<file path="src/rtl/fic_pkg.sv">
`default_nettype none
package fic_pkg;
   // register offsets on the sideband register port
   localparam logic [7:0] ADDR_LOG_FIRST = 8'h04;
   localparam logic [7:0] ADDR_LOG_COUNT = 8'h05;
   localparam logic [7:0] ADDR_LOG_LAST  = 8'h06;
   localparam logic [7:0] ADDR_STATUS    = 8'h08;
   localparam logic [7:0] ADDR_PROT_CFG  = 8'h2f;
   localparam logic [7:0] ADDR_INJ_CTL   = 8'h35;

   // field positions
   localparam int INJ_EN_BIT      = 7;
   localparam int PROT_PROG_BIT   = 2;
   localparam int STAT_SECURE_BIT = 7;
   localparam int STAT_INJ_BIT    = 6;
   localparam int STAT_ON_BIT     = 5;
   localparam int FAULT_W         = 5;
   localparam int NUM_RAILS       = 3;

   // reset values and the log count saturation limit
   localparam logic [7:0] PROT_CFG_RST  = 8'h00;
   localparam logic [7:0] LOG_RST       = 8'h00;
   localparam logic [7:0] LOG_COUNT_MAX = 8'hff;

   // rail sequencing step time and its cycle count at ref_clk
   localparam int CLK_PERIOD_NS = 50;
   localparam int STEP_TIME_NS  = 2000;
   localparam int STEP_CYC      = (STEP_TIME_NS + CLK_PERIOD_NS - 1) / CLK_PERIOD_NS;
   localparam logic [7:0] STEP_CNT_MAX = 8'(STEP_CYC - 1);

   typedef enum logic [2:0] {
      S_CONFIG,
      S_POWER_UP,
      S_ON,
      S_POWER_DOWN,
      S_OFF,
      S_BLOCKED
   } fic_state_t;
endpackage
`default_nettype wire

</file>
<file path="src/rtl/fic_if.sv">
`timescale 1ns/100ps
`default_nettype none
interface fic_if;
   logic                           up_req;
   logic                           down_req;
   logic                           busy;
   logic [fic_pkg::NUM_RAILS-1:0]  rails;
   logic                           log_we;
   logic [fic_pkg::FAULT_W-1:0]    log_fault;
   logic [7:0]                     log_first;
   logic [7:0]                     log_count;
   logic [7:0]                     log_last;

   modport ctl (output up_req, down_req, log_we, log_fault,
                input busy, rails, log_first, log_count, log_last);
   modport seq (input up_req, down_req, output busy, rails);
   modport log (input log_we, log_fault, output log_first, log_count, log_last);
endinterface
`default_nettype wire

</file>
<file path="src/rtl/fic_log.sv">
`timescale 1ns/100ps
`default_nettype none
module fic_log (
   input  wire logic ref_clk,
   input  wire logic srst,
   fic_if.log        bus
);
   // first entry keeps the oldest fault, last the newest; count saturates
   always_ff @(posedge ref_clk) begin
      if (srst) begin
         bus.log_first <= fic_pkg::LOG_RST;
         bus.log_count <= fic_pkg::LOG_RST;
         bus.log_last  <= fic_pkg::LOG_RST;
      end else if (bus.log_we) begin
         bus.log_last <= {3'h0, bus.log_fault};
         if (bus.log_count == fic_pkg::LOG_RST) begin
            bus.log_first <= {3'h0, bus.log_fault};
         end
         if (bus.log_count != fic_pkg::LOG_COUNT_MAX) begin
            bus.log_count <= bus.log_count + 8'h01;
         end
      end
   end
endmodule
`default_nettype wire

</file>
<file path="src/rtl/fic_seq.sv">
`timescale 1ns/100ps
`default_nettype none
module fic_seq (
   input  wire logic ref_clk,
   input  wire logic srst,
   fic_if.seq        bus
);
   logic                          dir_up;
   logic [7:0]                    cnt;
   logic [fic_pkg::NUM_RAILS-1:0] next_rails;

   // one rail per step: up fills from rail 0, down drains from the top rail
   always_comb begin
      if (dir_up) begin
         next_rails = {bus.rails[fic_pkg::NUM_RAILS-2:0], 1'b1};
      end else begin
         next_rails = bus.rails >> 1;
      end
   end

   // requests are only taken when idle; a request while busy is dropped
   always_ff @(posedge ref_clk) begin
      if (srst) begin
         bus.rails <= '0;
         bus.busy  <= 1'b0;
         dir_up    <= 1'b0;
         cnt       <= 8'h00;
      end else if (!bus.busy) begin
         cnt <= 8'h00;
         if (bus.up_req) begin
            bus.busy <= 1'b1;
            dir_up   <= 1'b1;
         end else if (bus.down_req) begin
            bus.busy <= 1'b1;
            dir_up   <= 1'b0;
         end
      end else if (cnt == fic_pkg::STEP_CNT_MAX) begin
         cnt       <= 8'h00;
         bus.rails <= next_rails;
         if (next_rails == '0 || &next_rails) begin
            bus.busy <= 1'b0;
         end
      end else begin
         cnt <= cnt + 8'h01;
      end
   end
endmodule
`default_nettype wire

</file>
<file path="src/rtl/fic_top.sv">
`timescale 1ns/100ps
`default_nettype none
// Contract
// before enable, in config state, host arms injection via injection bit 7.
// fault injected before enable blocks power-up; outputs stay off.
// faults injected before enable never touch the error log.
// injection before enable enters secure mode when protection bit 2 is zero.
// after enable in programmable mode, host may arm injection via bit 7.
// post-enable programmable fault runs power-off and logs error and status.
// after enable in secure mode, arming is refused and faults ignored.
// secure mode: no power-off, no log or status change from injection.
// injection mode persists until bulk supply power cycle; writes never clear.
// sticky armed flag cleared only by power-on reset; mode gates handling.
module fic_top (
   input  wire logic                          ref_clk,
   input  wire logic                          srst,
   input  wire logic                          reg_wr,
   input  wire logic                          reg_rd,
   input  wire logic [7:0]                    reg_addr,
   input  wire logic [7:0]                    reg_wdata,
   output logic      [7:0]                    reg_rdata,
   input  wire logic                          regulator_enable_command,
   output logic      [fic_pkg::NUM_RAILS-1:0] switcher_outputs,
   output logic                               secure_mode,
   output logic                               inj_mode
);
   ////////////////////////////////////////////////////////////////////////////
   // declarations
   fic_pkg::fic_state_t           state;
   fic_pkg::fic_state_t           next_state;
   logic [7:0]                    prot_cfg;
   logic [fic_pkg::FAULT_W-1:0]   inj_sel;
   logic [fic_pkg::FAULT_W-1:0]   fault_status;
   logic [fic_pkg::FAULT_W-1:0]   faults_new;
   logic                          pre_fault;
   logic                          wr_inj;
   logic                          inj_window;
   logic                          inj_accept;
   logic                          inj_fire;
   logic                          cmd_taken;

   fic_if ifc ();

   fic_seq u_fic_seq (
      .ref_clk (ref_clk),
      .srst    (srst),
      .bus     (ifc.seq)
   );

   fic_log u_fic_log (
      .ref_clk (ref_clk),
      .srst    (srst),
      .bus     (ifc.log)
   );

   ////////////////////////////////////////////////////////////////////////////
   // injection write qualification
   assign wr_inj     = reg_wr && (reg_addr == fic_pkg::ADDR_INJ_CTL);
   // injection is only open in config state or when on and programmable
   assign inj_window = (state == fic_pkg::S_CONFIG) ||
                       ((state == fic_pkg::S_ON) && !secure_mode);
   assign inj_accept = wr_inj && inj_window;
   // a fault fires when the write arms injection or it is already armed
   assign faults_new = (inj_accept && (reg_wdata[fic_pkg::INJ_EN_BIT] || inj_mode)) ?
                       reg_wdata[fic_pkg::FAULT_W-1:0] : '0;
   assign inj_fire   = |faults_new;
   assign cmd_taken  = (state == fic_pkg::S_CONFIG) && regulator_enable_command;

   ////////////////////////////////////////////////////////////////////////////
   // sticky armed flag: only the bulk-supply reset clears it
   always_ff @(posedge ref_clk) begin
      if (srst) begin
         inj_mode <= 1'b0;
      end else if (inj_accept && reg_wdata[fic_pkg::INJ_EN_BIT]) begin
         inj_mode <= 1'b1;
      end
   end

   // last accepted fault selection, kept for read-back
   always_ff @(posedge ref_clk) begin
      if (srst) begin
         inj_sel <= '0;
      end else if (inj_accept) begin
         inj_sel <= reg_wdata[fic_pkg::FAULT_W-1:0];
      end
   end

   // fault armed before enable; remembered so the enable command is refused
   always_ff @(posedge ref_clk) begin
      if (srst) begin
         pre_fault <= 1'b0;
      end else if (inj_fire && (state == fic_pkg::S_CONFIG)) begin
         pre_fault <= 1'b1;
      end
   end

   // secure mode is one-way; it also freezes protection config writes
   always_ff @(posedge ref_clk) begin
      if (srst) begin
         secure_mode <= 1'b0;
      end else if (!prot_cfg[fic_pkg::PROT_PROG_BIT] &&
                   (state == fic_pkg::S_CONFIG) && (inj_fire || regulator_enable_command)) begin
         secure_mode <= 1'b1;
      end
   end

   // protection config, writable until secure mode locks it
   always_ff @(posedge ref_clk) begin
      if (srst) begin
         prot_cfg <= fic_pkg::PROT_CFG_RST;
      end else if (reg_wr && (reg_addr == fic_pkg::ADDR_PROT_CFG) && !secure_mode) begin
         prot_cfg <= reg_wdata;
      end
   end

   // sticky fault status, set only by a logged post-enable fault
   always_ff @(posedge ref_clk) begin
      if (srst) begin
         fault_status <= '0;
      end else if (ifc.log_we) begin
         fault_status <= fault_status | faults_new;
      end
   end

   ////////////////////////////////////////////////////////////////////////////
   // mode state machine
   always_comb begin
      next_state = state;
      case (state)
         fic_pkg::S_CONFIG: begin
            if (regulator_enable_command) begin
               // a fault injected now or earlier keeps every rail off
               next_state = (pre_fault || inj_fire) ? fic_pkg::S_BLOCKED
                                                    : fic_pkg::S_POWER_UP;
            end
         end
         fic_pkg::S_POWER_UP: begin
            if (!ifc.busy && (&ifc.rails)) begin
               next_state = fic_pkg::S_ON;
            end
         end
         fic_pkg::S_ON: begin
            if (inj_fire) begin
               next_state = fic_pkg::S_POWER_DOWN;
            end
         end
         fic_pkg::S_POWER_DOWN: begin
            if (!ifc.busy && (ifc.rails == '0)) begin
               next_state = fic_pkg::S_OFF;
            end
         end
         fic_pkg::S_OFF:     next_state = fic_pkg::S_OFF;
         fic_pkg::S_BLOCKED: next_state = fic_pkg::S_BLOCKED;
         default:            next_state = fic_pkg::S_CONFIG;
      endcase
   end

   always_ff @(posedge ref_clk) begin
      if (srst) begin
         state <= fic_pkg::S_CONFIG;
      end else begin
         state <= next_state;
      end
   end

   ////////////////////////////////////////////////////////////////////////////
   // sequencer and log requests
   assign ifc.up_req    = cmd_taken && !pre_fault && !inj_fire;
   // only a post-enable programmable fault reaches power-off and the log
   assign ifc.down_req  = (state == fic_pkg::S_ON) && inj_fire;
   assign ifc.log_we    = (state == fic_pkg::S_ON) && inj_fire;
   assign ifc.log_fault = faults_new;
   assign switcher_outputs = ifc.rails;

   ////////////////////////////////////////////////////////////////////////////
   // register read port: one cycle latency, unmapped offsets read zero
   always_ff @(posedge ref_clk) begin
      if (srst) begin
         reg_rdata <= 8'h00;
      end else if (reg_rd) begin
         case (reg_addr)
            fic_pkg::ADDR_LOG_FIRST: reg_rdata <= ifc.log_first;
            fic_pkg::ADDR_LOG_COUNT: reg_rdata <= ifc.log_count;
            fic_pkg::ADDR_LOG_LAST:  reg_rdata <= ifc.log_last;
            fic_pkg::ADDR_STATUS:    reg_rdata <= {secure_mode, inj_mode,
                                                   (state == fic_pkg::S_ON), fault_status};
            fic_pkg::ADDR_PROT_CFG:  reg_rdata <= prot_cfg;
            fic_pkg::ADDR_INJ_CTL:   reg_rdata <= {inj_mode, 2'h0, inj_sel};
            default:                 reg_rdata <= 8'h00;
         endcase
      end
   end

   ////////////////////////////////////////////////////////////////////////////
   // assertions
   localparam int A_OFF_MAX = 140;
   localparam int A_ON_MAX  = 140;
endmodule
`default_nettype wire

</file>
<file path="config.mk">
export PLATFORM = sky130hd
export DESIGN_NAME = fic_top
export DESIGN_NICKNAME = d
export VERILOG_FILES = /design/src/rtl/fic_pkg.sv /design/src/rtl/fic_if.sv /design/src/rtl/fic_log.sv /design/src/rtl/fic_seq.sv /design/src/rtl/fic_top.sv
export SDC_FILE = /design/constraint.sdc
export NUM_CORES = 1
export LEC_CHECK = 0
export ABC_AREA = 0
export BUFFER_PORTS_ARGS = -buffer_cell sky130_fd_sc_hd__buf_4
export CORE_MARGIN = 2
export CORE_UTILIZATION = 42
export CTS_BUF_LIST = sky130_fd_sc_hd__clkbuf_4
export DETAILED_ROUTE_END_ITERATION = 12
export PLACE_DENSITY = 0.66
export SLEW_MARGIN = 10
export SYNTH_ARGS = -nofsm -noshare
export SYNTH_HDL_FRONTEND = slang
export SYNTH_HIERARCHICAL = 1
export SYNTH_SLANG_ARGS = --single-unit
export TNS_END_PERCENT = 100
</file>
<file path="constraint.sdc">
create_clock -name ref_clk -period 3.2 [get_ports ref_clk]
set_input_delay 0.32 -clock ref_clk [delete_from_list [all_inputs] [get_ports ref_clk]]
set_output_delay 0.32 -clock ref_clk [all_outputs]
set_load 0.1 [all_outputs]
</file>
# Word level (Yosys, flattened, before mapping)
# Cells that the tools add are included.
[op_classes] addsub=2 n_reduce_logical=40 n_mux=16 n_eq_ne=17 bitwise_logic=2
[ops] operator="$pmux 8 s6" count=1
[ops] operator="$eq 8x3->1 const B" count=3
[ops] operator="$eq 8x6->1 const B" count=3
[ops] operator="$mux 3" count=6
[ops] operator="$pmux 3 s6" count=1
[ops] operator="$add 8x1->8 const B" count=2
[ops] operator="$logic_and 1x1->1" count=16
[ops] operator="$logic_not 3->1" count=3
[ops] operator="$eq 8x4->1 const B" count=1
[ops] operator="$logic_not 8->1" count=1
[ops] operator="$ne 2x2->1 const B" count=4
[ops] operator="$ne 8x8->1 const B" count=1
[ops] operator="$reduce_and 2->1" count=4
[ops] operator="$mux 1" count=7
[ops] operator="$eq 3x2->1 const B" count=2
[ops] operator="$eq 3x3->1 const B" count=2
[ops] operator="$reduce_and 3->1" count=2
[ops] operator="$logic_not 1->1" count=5
[ops] operator="$logic_or 1x1->1" count=5
[ops] operator="$mux 5" count=1
[ops] operator="$or 5x5->5" count=1
[ops] operator="$reduce_or 5->1" count=1
[ops] operator="$reduce_and 4->1" count=1
[ops] operator="$eq 3x1->1 const B" count=1
[ops] operator="other kinds (3)" count=3
[word_totals] reg_bits=63 word_cells=92

# Longest topological paths before layout
[logic_depth] ltp_word=11 mapped_depth=9 ltp_nobuf=7

# Modules after synthesis
# The synthesis kept the hierarchy.
[by_module_without_submodules] mod="fic_top" cells_each=206 instances=1 seq_area_each_um2=640.6 area_per_inst_um2=1751.7
[by_module_without_submodules] mod="fic_log" cells_each=100 instances=1 seq_area_each_um2=360.3 area_per_inst_um2=917.1
[by_module_without_submodules] mod="fic_seq" cells_each=60 instances=1 seq_area_each_um2=260.2 area_per_inst_um2=570.5

# Least setup slack after synthesis
# Ideal clock, no wire load.
[synth_timing] path_type="reg2reg" startpoint="reg inj_mode" endpoint="reg u_fic_log.bus.log_count[4]" setup_time_ns=0.121 path_stages_with_launch=9 setup_slack_ns=0.470 arrival_ns=2.609 cell_sequence="dfxtp_1 -> o211ai_1 -> and4b_4 -> o21a_4 -> and3_2 -> buf_2 -> nand4_1 -> a21oi_1 -> mux2_4"
[synth_via] elab_chain_len=6
[synth_rtl] element="from (decl)" line_no="fic_top.sv:25" text="output logic inj_mode"
[synth_rtl] element="from (signal assigned)" line_no="fic_top.sv:73" text="inj_mode <= 1'b0;"
[synth_rtl] element="from (signal assigned)" line_no="fic_top.sv:75" text="inj_mode <= 1'b1;"
[synth_rtl] element="$logic_or 1x1->1" line_no="fic_top.sv:64" text="assign faults_new = (inj_accept && (reg_wdata[fic_pkg::INJ_EN_BIT] || inj_mode)) ?"
[synth_rtl] element="$logic_and 1x1->1" line_no="fic_top.sv:64"
[synth_rtl] element="$mux 5" line_no="fic_top.sv:64"
[synth_rtl] element="$reduce_or 5->1" line_no="fic_top.sv:66" text="assign inj_fire = |faults_new;"
[synth_rtl] element="$logic_and 1x1->1"
[synth_rtl] element="named net ifc.down_req" line_no="fic_if.sv:5" text="logic down_req;"
[synth_rtl] element="$reduce_and 2->1 (no source line)"
[synth_rtl] element="to (signal assigned)" line_no="fic_log.sv:12" text="bus.log_count <= fic_pkg::LOG_RST;"
[synth_rtl] element="to (signal assigned)" line_no="fic_log.sv:20" text="bus.log_count <= bus.log_count + 8'h01;"
[synth_rtl] element="to (decl)" line_no="fic_if.sv:17" text="modport log (input log_we, log_fault, output log_first, log_count, log_last);"
# The timed path passes the listed nets, and every way through them passes these cells.
# A chain may end at the register's enable or synchronous reset.

# Final worst setup path
[layout_timing] startpoint="reg state[1]" endpoint="reg u_fic_log.bus.log_first[2]"
[layout_via] elab_chain_len=9 elab_cells_between_ends=10 cone_classes="eq/ne: 1; mux: 1; reduce/logical: 8"
[layout_rtl] element="from (decl)" line_no="fic_top.sv:29" text="fic_pkg::fic_state_t state;"
[layout_rtl] element="from (signal assigned)" line_no="fic_top.sv:160" text="state <= fic_pkg::S_CONFIG;"
[layout_rtl] element="from (signal assigned)" line_no="fic_top.sv:162" text="state <= next_state;"
[layout_rtl] element="$eq 3x2->1"
[layout_rtl] element="$logic_and 1x1->1" line_no="fic_top.sv:61" text="((state == fic_pkg::S_ON) && !secure_mode);"
[layout_rtl] element="$logic_or 1x1->1" line_no="fic_top.sv:60" text="assign inj_window = (state == fic_pkg::S_CONFIG) ||"
[layout_rtl] element="$logic_and 1x1->1" line_no="fic_top.sv:62" text="assign inj_accept = wr_inj && inj_window;"
[layout_rtl] element="$logic_and 1x1->1" line_no="fic_top.sv:64"
[layout_rtl] element="$mux 5" line_no="fic_top.sv:64"
[layout_rtl] element="$reduce_or 5->1" line_no="fic_top.sv:66"
[layout_rtl] element="$logic_and 1x1->1 *"
[layout_rtl] element="named net ifc.down_req" line_no="fic_if.sv:5"
[layout_rtl] element="$reduce_and 2->1 (no source line) *"
[layout_rtl] element="to (signal assigned)" line_no="fic_log.sv:11" text="bus.log_first <= fic_pkg::LOG_RST;"
[layout_rtl] element="to (signal assigned)" line_no="fic_log.sv:17" text="bus.log_first <= {3'h0, bus.log_fault};"
[layout_rtl] element="to (decl)" line_no="fic_if.sv:17"
# Mark *: on every way through the listed nets, which the timed path passes. The rest lies on a longest branch.

==> run_results.csv <==
group,metric,value,unit
sta,fin_worst_skew,0.00831,ns
placed_design,port_buffers,33,
critical_path,critical-path-max-stage-delay,0.54,ns
synth,synth_edf_count,0,
synth,avgSynthCellArea,8.85,um^2
detailed_routing,num_vias,2761,
sta,fin_crit,2.61,ns
global_route,use_met2,29.7,%
synth,synth-seq-cells,63,
hold_path,worstHoldPathType,"primary input to flip-flop",
critical_path,critical_path_class,"flip-flop to flip-flop",
floorplan,row_count,32,
sta,worst_hold_slack,0.145,ns
critical_path,critPathLaunch,"state[1]$_SDFFE_PP0P_",
synth,ys.flop_type,"dfxtp_1",
synth,ys_seq_area_share,38.9,%
detailed_routing,routed_wl,7530,um
floorplan,die_height,91.8,um
layout,layout_commonest_cell,"dfxtp_1",
global_route,overflow,0,
clock_network,cts_num_sinks,63,
critical_path,cp_cell_sequence,"a211oi_4, and4b_4, o21a_4, and3_2, or4b_4, o21ai_1, a21oi_1",
global_route,antenna_found_initial,0,
synth,yosysUniqueCellTypes,61,
placed_design,placed_area,3500,um^2
placed_design,place_hpwl,5450,um
clock_network,cts_buffers,9,
sta,tns,0,ns
floorplan,io-pin-count,34,
global_route,grt_busiest_layer,"met2",
global_route,grt_use_met1,24.9,%
detailed_routing,dr.pass1.iters,5,
sta,rsz0062_at_grt,"false",
sta,finalSetupViolations,0,
sta,min_period_over_period,81.5,%
critical_path,worstPathRequired,3.46,ns
clock_network,ctsResizeCount,0,
clock_network,cts-root-buf,"clkbuf_4",
clock_network,clk_pin_slew,0.11,ns
layout,final_area,3660,um^2
sta,slew_headroom,58.5,%
power_and_ir_drop,vdd.ir_drop.worst,0.000190,V
clock_network,h-tree-depth,3,
layout,nets,416,
clock_network,cts.path.max_buffers,2,
critical_path,path_buf_inv,0,
critical_path,critPathLaunchType,"flip-flop",
layout,layout_common_cells,"dfxtp_1, nor2_1, buf_4, a21oi_1, nand2_1",
sta,fmax,383,MHz
critical_path,critical_path.slowest_cell,"or4b_4",
synth,synth_warnings,6,
clock_network,cts_setup_buffers,0,
critical_path,critical-path-top-delay-family,"simple AND/OR/NAND/NOR gates",
clock_network,cts_hold_buf,0,
detailed_routing,vias_per_cell,5.53,
clock_network,cts_tree,"done",
sta,drv_slew,0,
power_and_ir_drop,power.leakage,1.42,nW
hold_path,min_from,"reg_wdata[6]",
critical_path,end_kind,"flip-flop",
sta,hold_viol,0,
status,status,"finished clean",
global_route,grt_pass1_wl,12500,um
synth,syn_area,3240,um^2
floorplan,chipWidth,91.8,um
detailed_routing,wl_per_cell,15.1,um
critical_path,r2r-start,"state[1]$_SDFFE_PP0P_",
global_route,met3_usage,5.09,%
clock_network,clkLatencyLatePin,0.40,ns
placed_design,gp_congestion,0.822,
floorplan,initial_core_util,42.6,%
detailed_routing,drc_errors,0,
layout,drive_gt1_share,19.1,%
layout,num_antenna_cells,0,
critical_path,timing.critical_path.fanout_max,15,
power_and_ir_drop,power_density,434,nW/um^2
floorplan,die_area,8430,um^2
global_route,grt_max_degree,62,
sta,worst_pin_slew,0.623,ns
critical_path,critPathArrivalTime,2.87,ns
floorplan,core,7610,um^2
synth,synthCells,366,
run,maxCapViolations,0,
layout,areaGrowthSynthToFinish,12.9,%
synth,async_reset_ff_share,0,%
detailed_routing,drt-initial-drc-count,227,
detailed_routing,drtAntennaViolNets,0,
global_route,grt_pass1_vias,2567,
global_route,track_usage,18.8,%
-- cell usage after synthesis (3+ instances only) --
master,number,share of area (%)
buf_2,5,0.77
inv_1,9,1.0
nor4b_2,3,1.4
nand2_1,24,2.8
dfxtp_1,63,39
ha_1,3,1.2
nor2b_1,6,1.2
buf_4,8,1.9
and2_2,5,1.2
nand2b_1,3,0.58
clkbuf_1,7,0.81
nand4_1,5,0.97
a22oi_1,8,1.9
or3_1,3,0.58
nor3_1,3,0.46
nor2_1,48,5.6
nand3_1,13,2.0
o211ai_1,3,0.70
o21ai_0,13,2.0
mux2_4,3,1.4
a211oi_1,4,0.93
a31oi_1,4,0.77
and4_1,4,1.1
or4_1,3,0.70
o21ai_1,5,0.77
a311oi_1,8,2.2
a22o_1,9,2.4
a21oi_1,29,4.5
mux2i_1,21,6.5
and3_1,6,1.2
-- cell type report --
cell class                 count  area (um^2)
tap                          102          128
inverter                       9         33.8
clock inverter                 6         85.1
fill                         769         3950
sequential                    63         1260
timing repair buffer          33          248
multi-input combinational    276         1830
clock buffer                  10         75.1
-- path summary, 6_finish.rpt --
path                                              to  slack [ns]  depth (start not counted)
min                         prot_cfg[6]$_SDFFE_PP0P_        0.14                          3
min reg2reg              u_fic_seq/cnt[0]$_SDFF_PP0_        0.46                          1
max          u_fic_log/bus.log_first[2]$_SDFFE_PP0P_        0.59                          7
max reg2reg  u_fic_log/bus.log_first[2]$_SDFFE_PP0P_        0.59                          7
-- registers in the layout, summed over array words and instances, names as in the netlist, 3 cells and up --
| signal | count |
|---|---|
| prot_cfg | 8 |
| u_fic_seq/bus.rails | 3 |
| state | 3 |
| inj_sel | 5 |
| u_fic_log/bus.log_first | 5 |
| reg_rdata | 8 |
| u_fic_seq/cnt | 8 |
| fault_status | 5 |
| u_fic_log/bus.log_count | 8 |
| u_fic_log/bus.log_last | 5 |
-- worst register-to-register path: cells and delay by family, from the launching register on --
| family | cells | cell delay, ns |
|---|---|---|
| AO/OA/AOI/OAI | 4 | 0.76 |
| flip-flops | 1 | 0.44 |
| AND/OR/NAND/NOR | 3 | 1.27 |
-- metrics by stage --
step                util (%)  setup slack (ns)  total power [mW]  instances
floorplan                  -             0.470             0.936        371
global placement        46.0             0.685             0.981        483
detailed placement      46.0             0.606             0.985        483
CTS                     48.1             0.624              1.60        499
global route            48.1             0.471              1.65        499
finish                  48.1             0.591              1.59        499
-- metal layers --
metal | wire (um) | part of all wire, %
met1 | 3440 | 46
met2 | 3550 | 47
met3 | 444 | 5.9
met4 | 90 | 1.2
met5 | 0 | 0
-- cells by family (layout without fill, tap and decap cells) --
group / count (synthesis) / after routing / share of synthesized area [%]
other cells: 1 / 6 / 0.116
compound gates: 96 / 96 / 20.1
xor+xnor: 3 / 3 / 0.811
simple gates: 144 / 144 / 25.7
flops: 63 / 63 / 38.9
buf+inv: 32 / 58 / 5.29
mux: 24 / 24 / 7.88
fa+ha+maj: 3 / 3 / 1.16
-- report_power, final --
| group | internal [mW] | total [mW] | switching (mW) |
|---|---|---|---|
| Sequential | 0.795 | 0.812 | 0.0168 |
| Clock | 0.323 | 0.620 | 0.296 |
| Combinational | 0.0513 | 0.154 | 0.103 |
| Total | 1.17 | 1.59 | 0.416 |
Note: power is estimated with default switching activity, not from simulation.
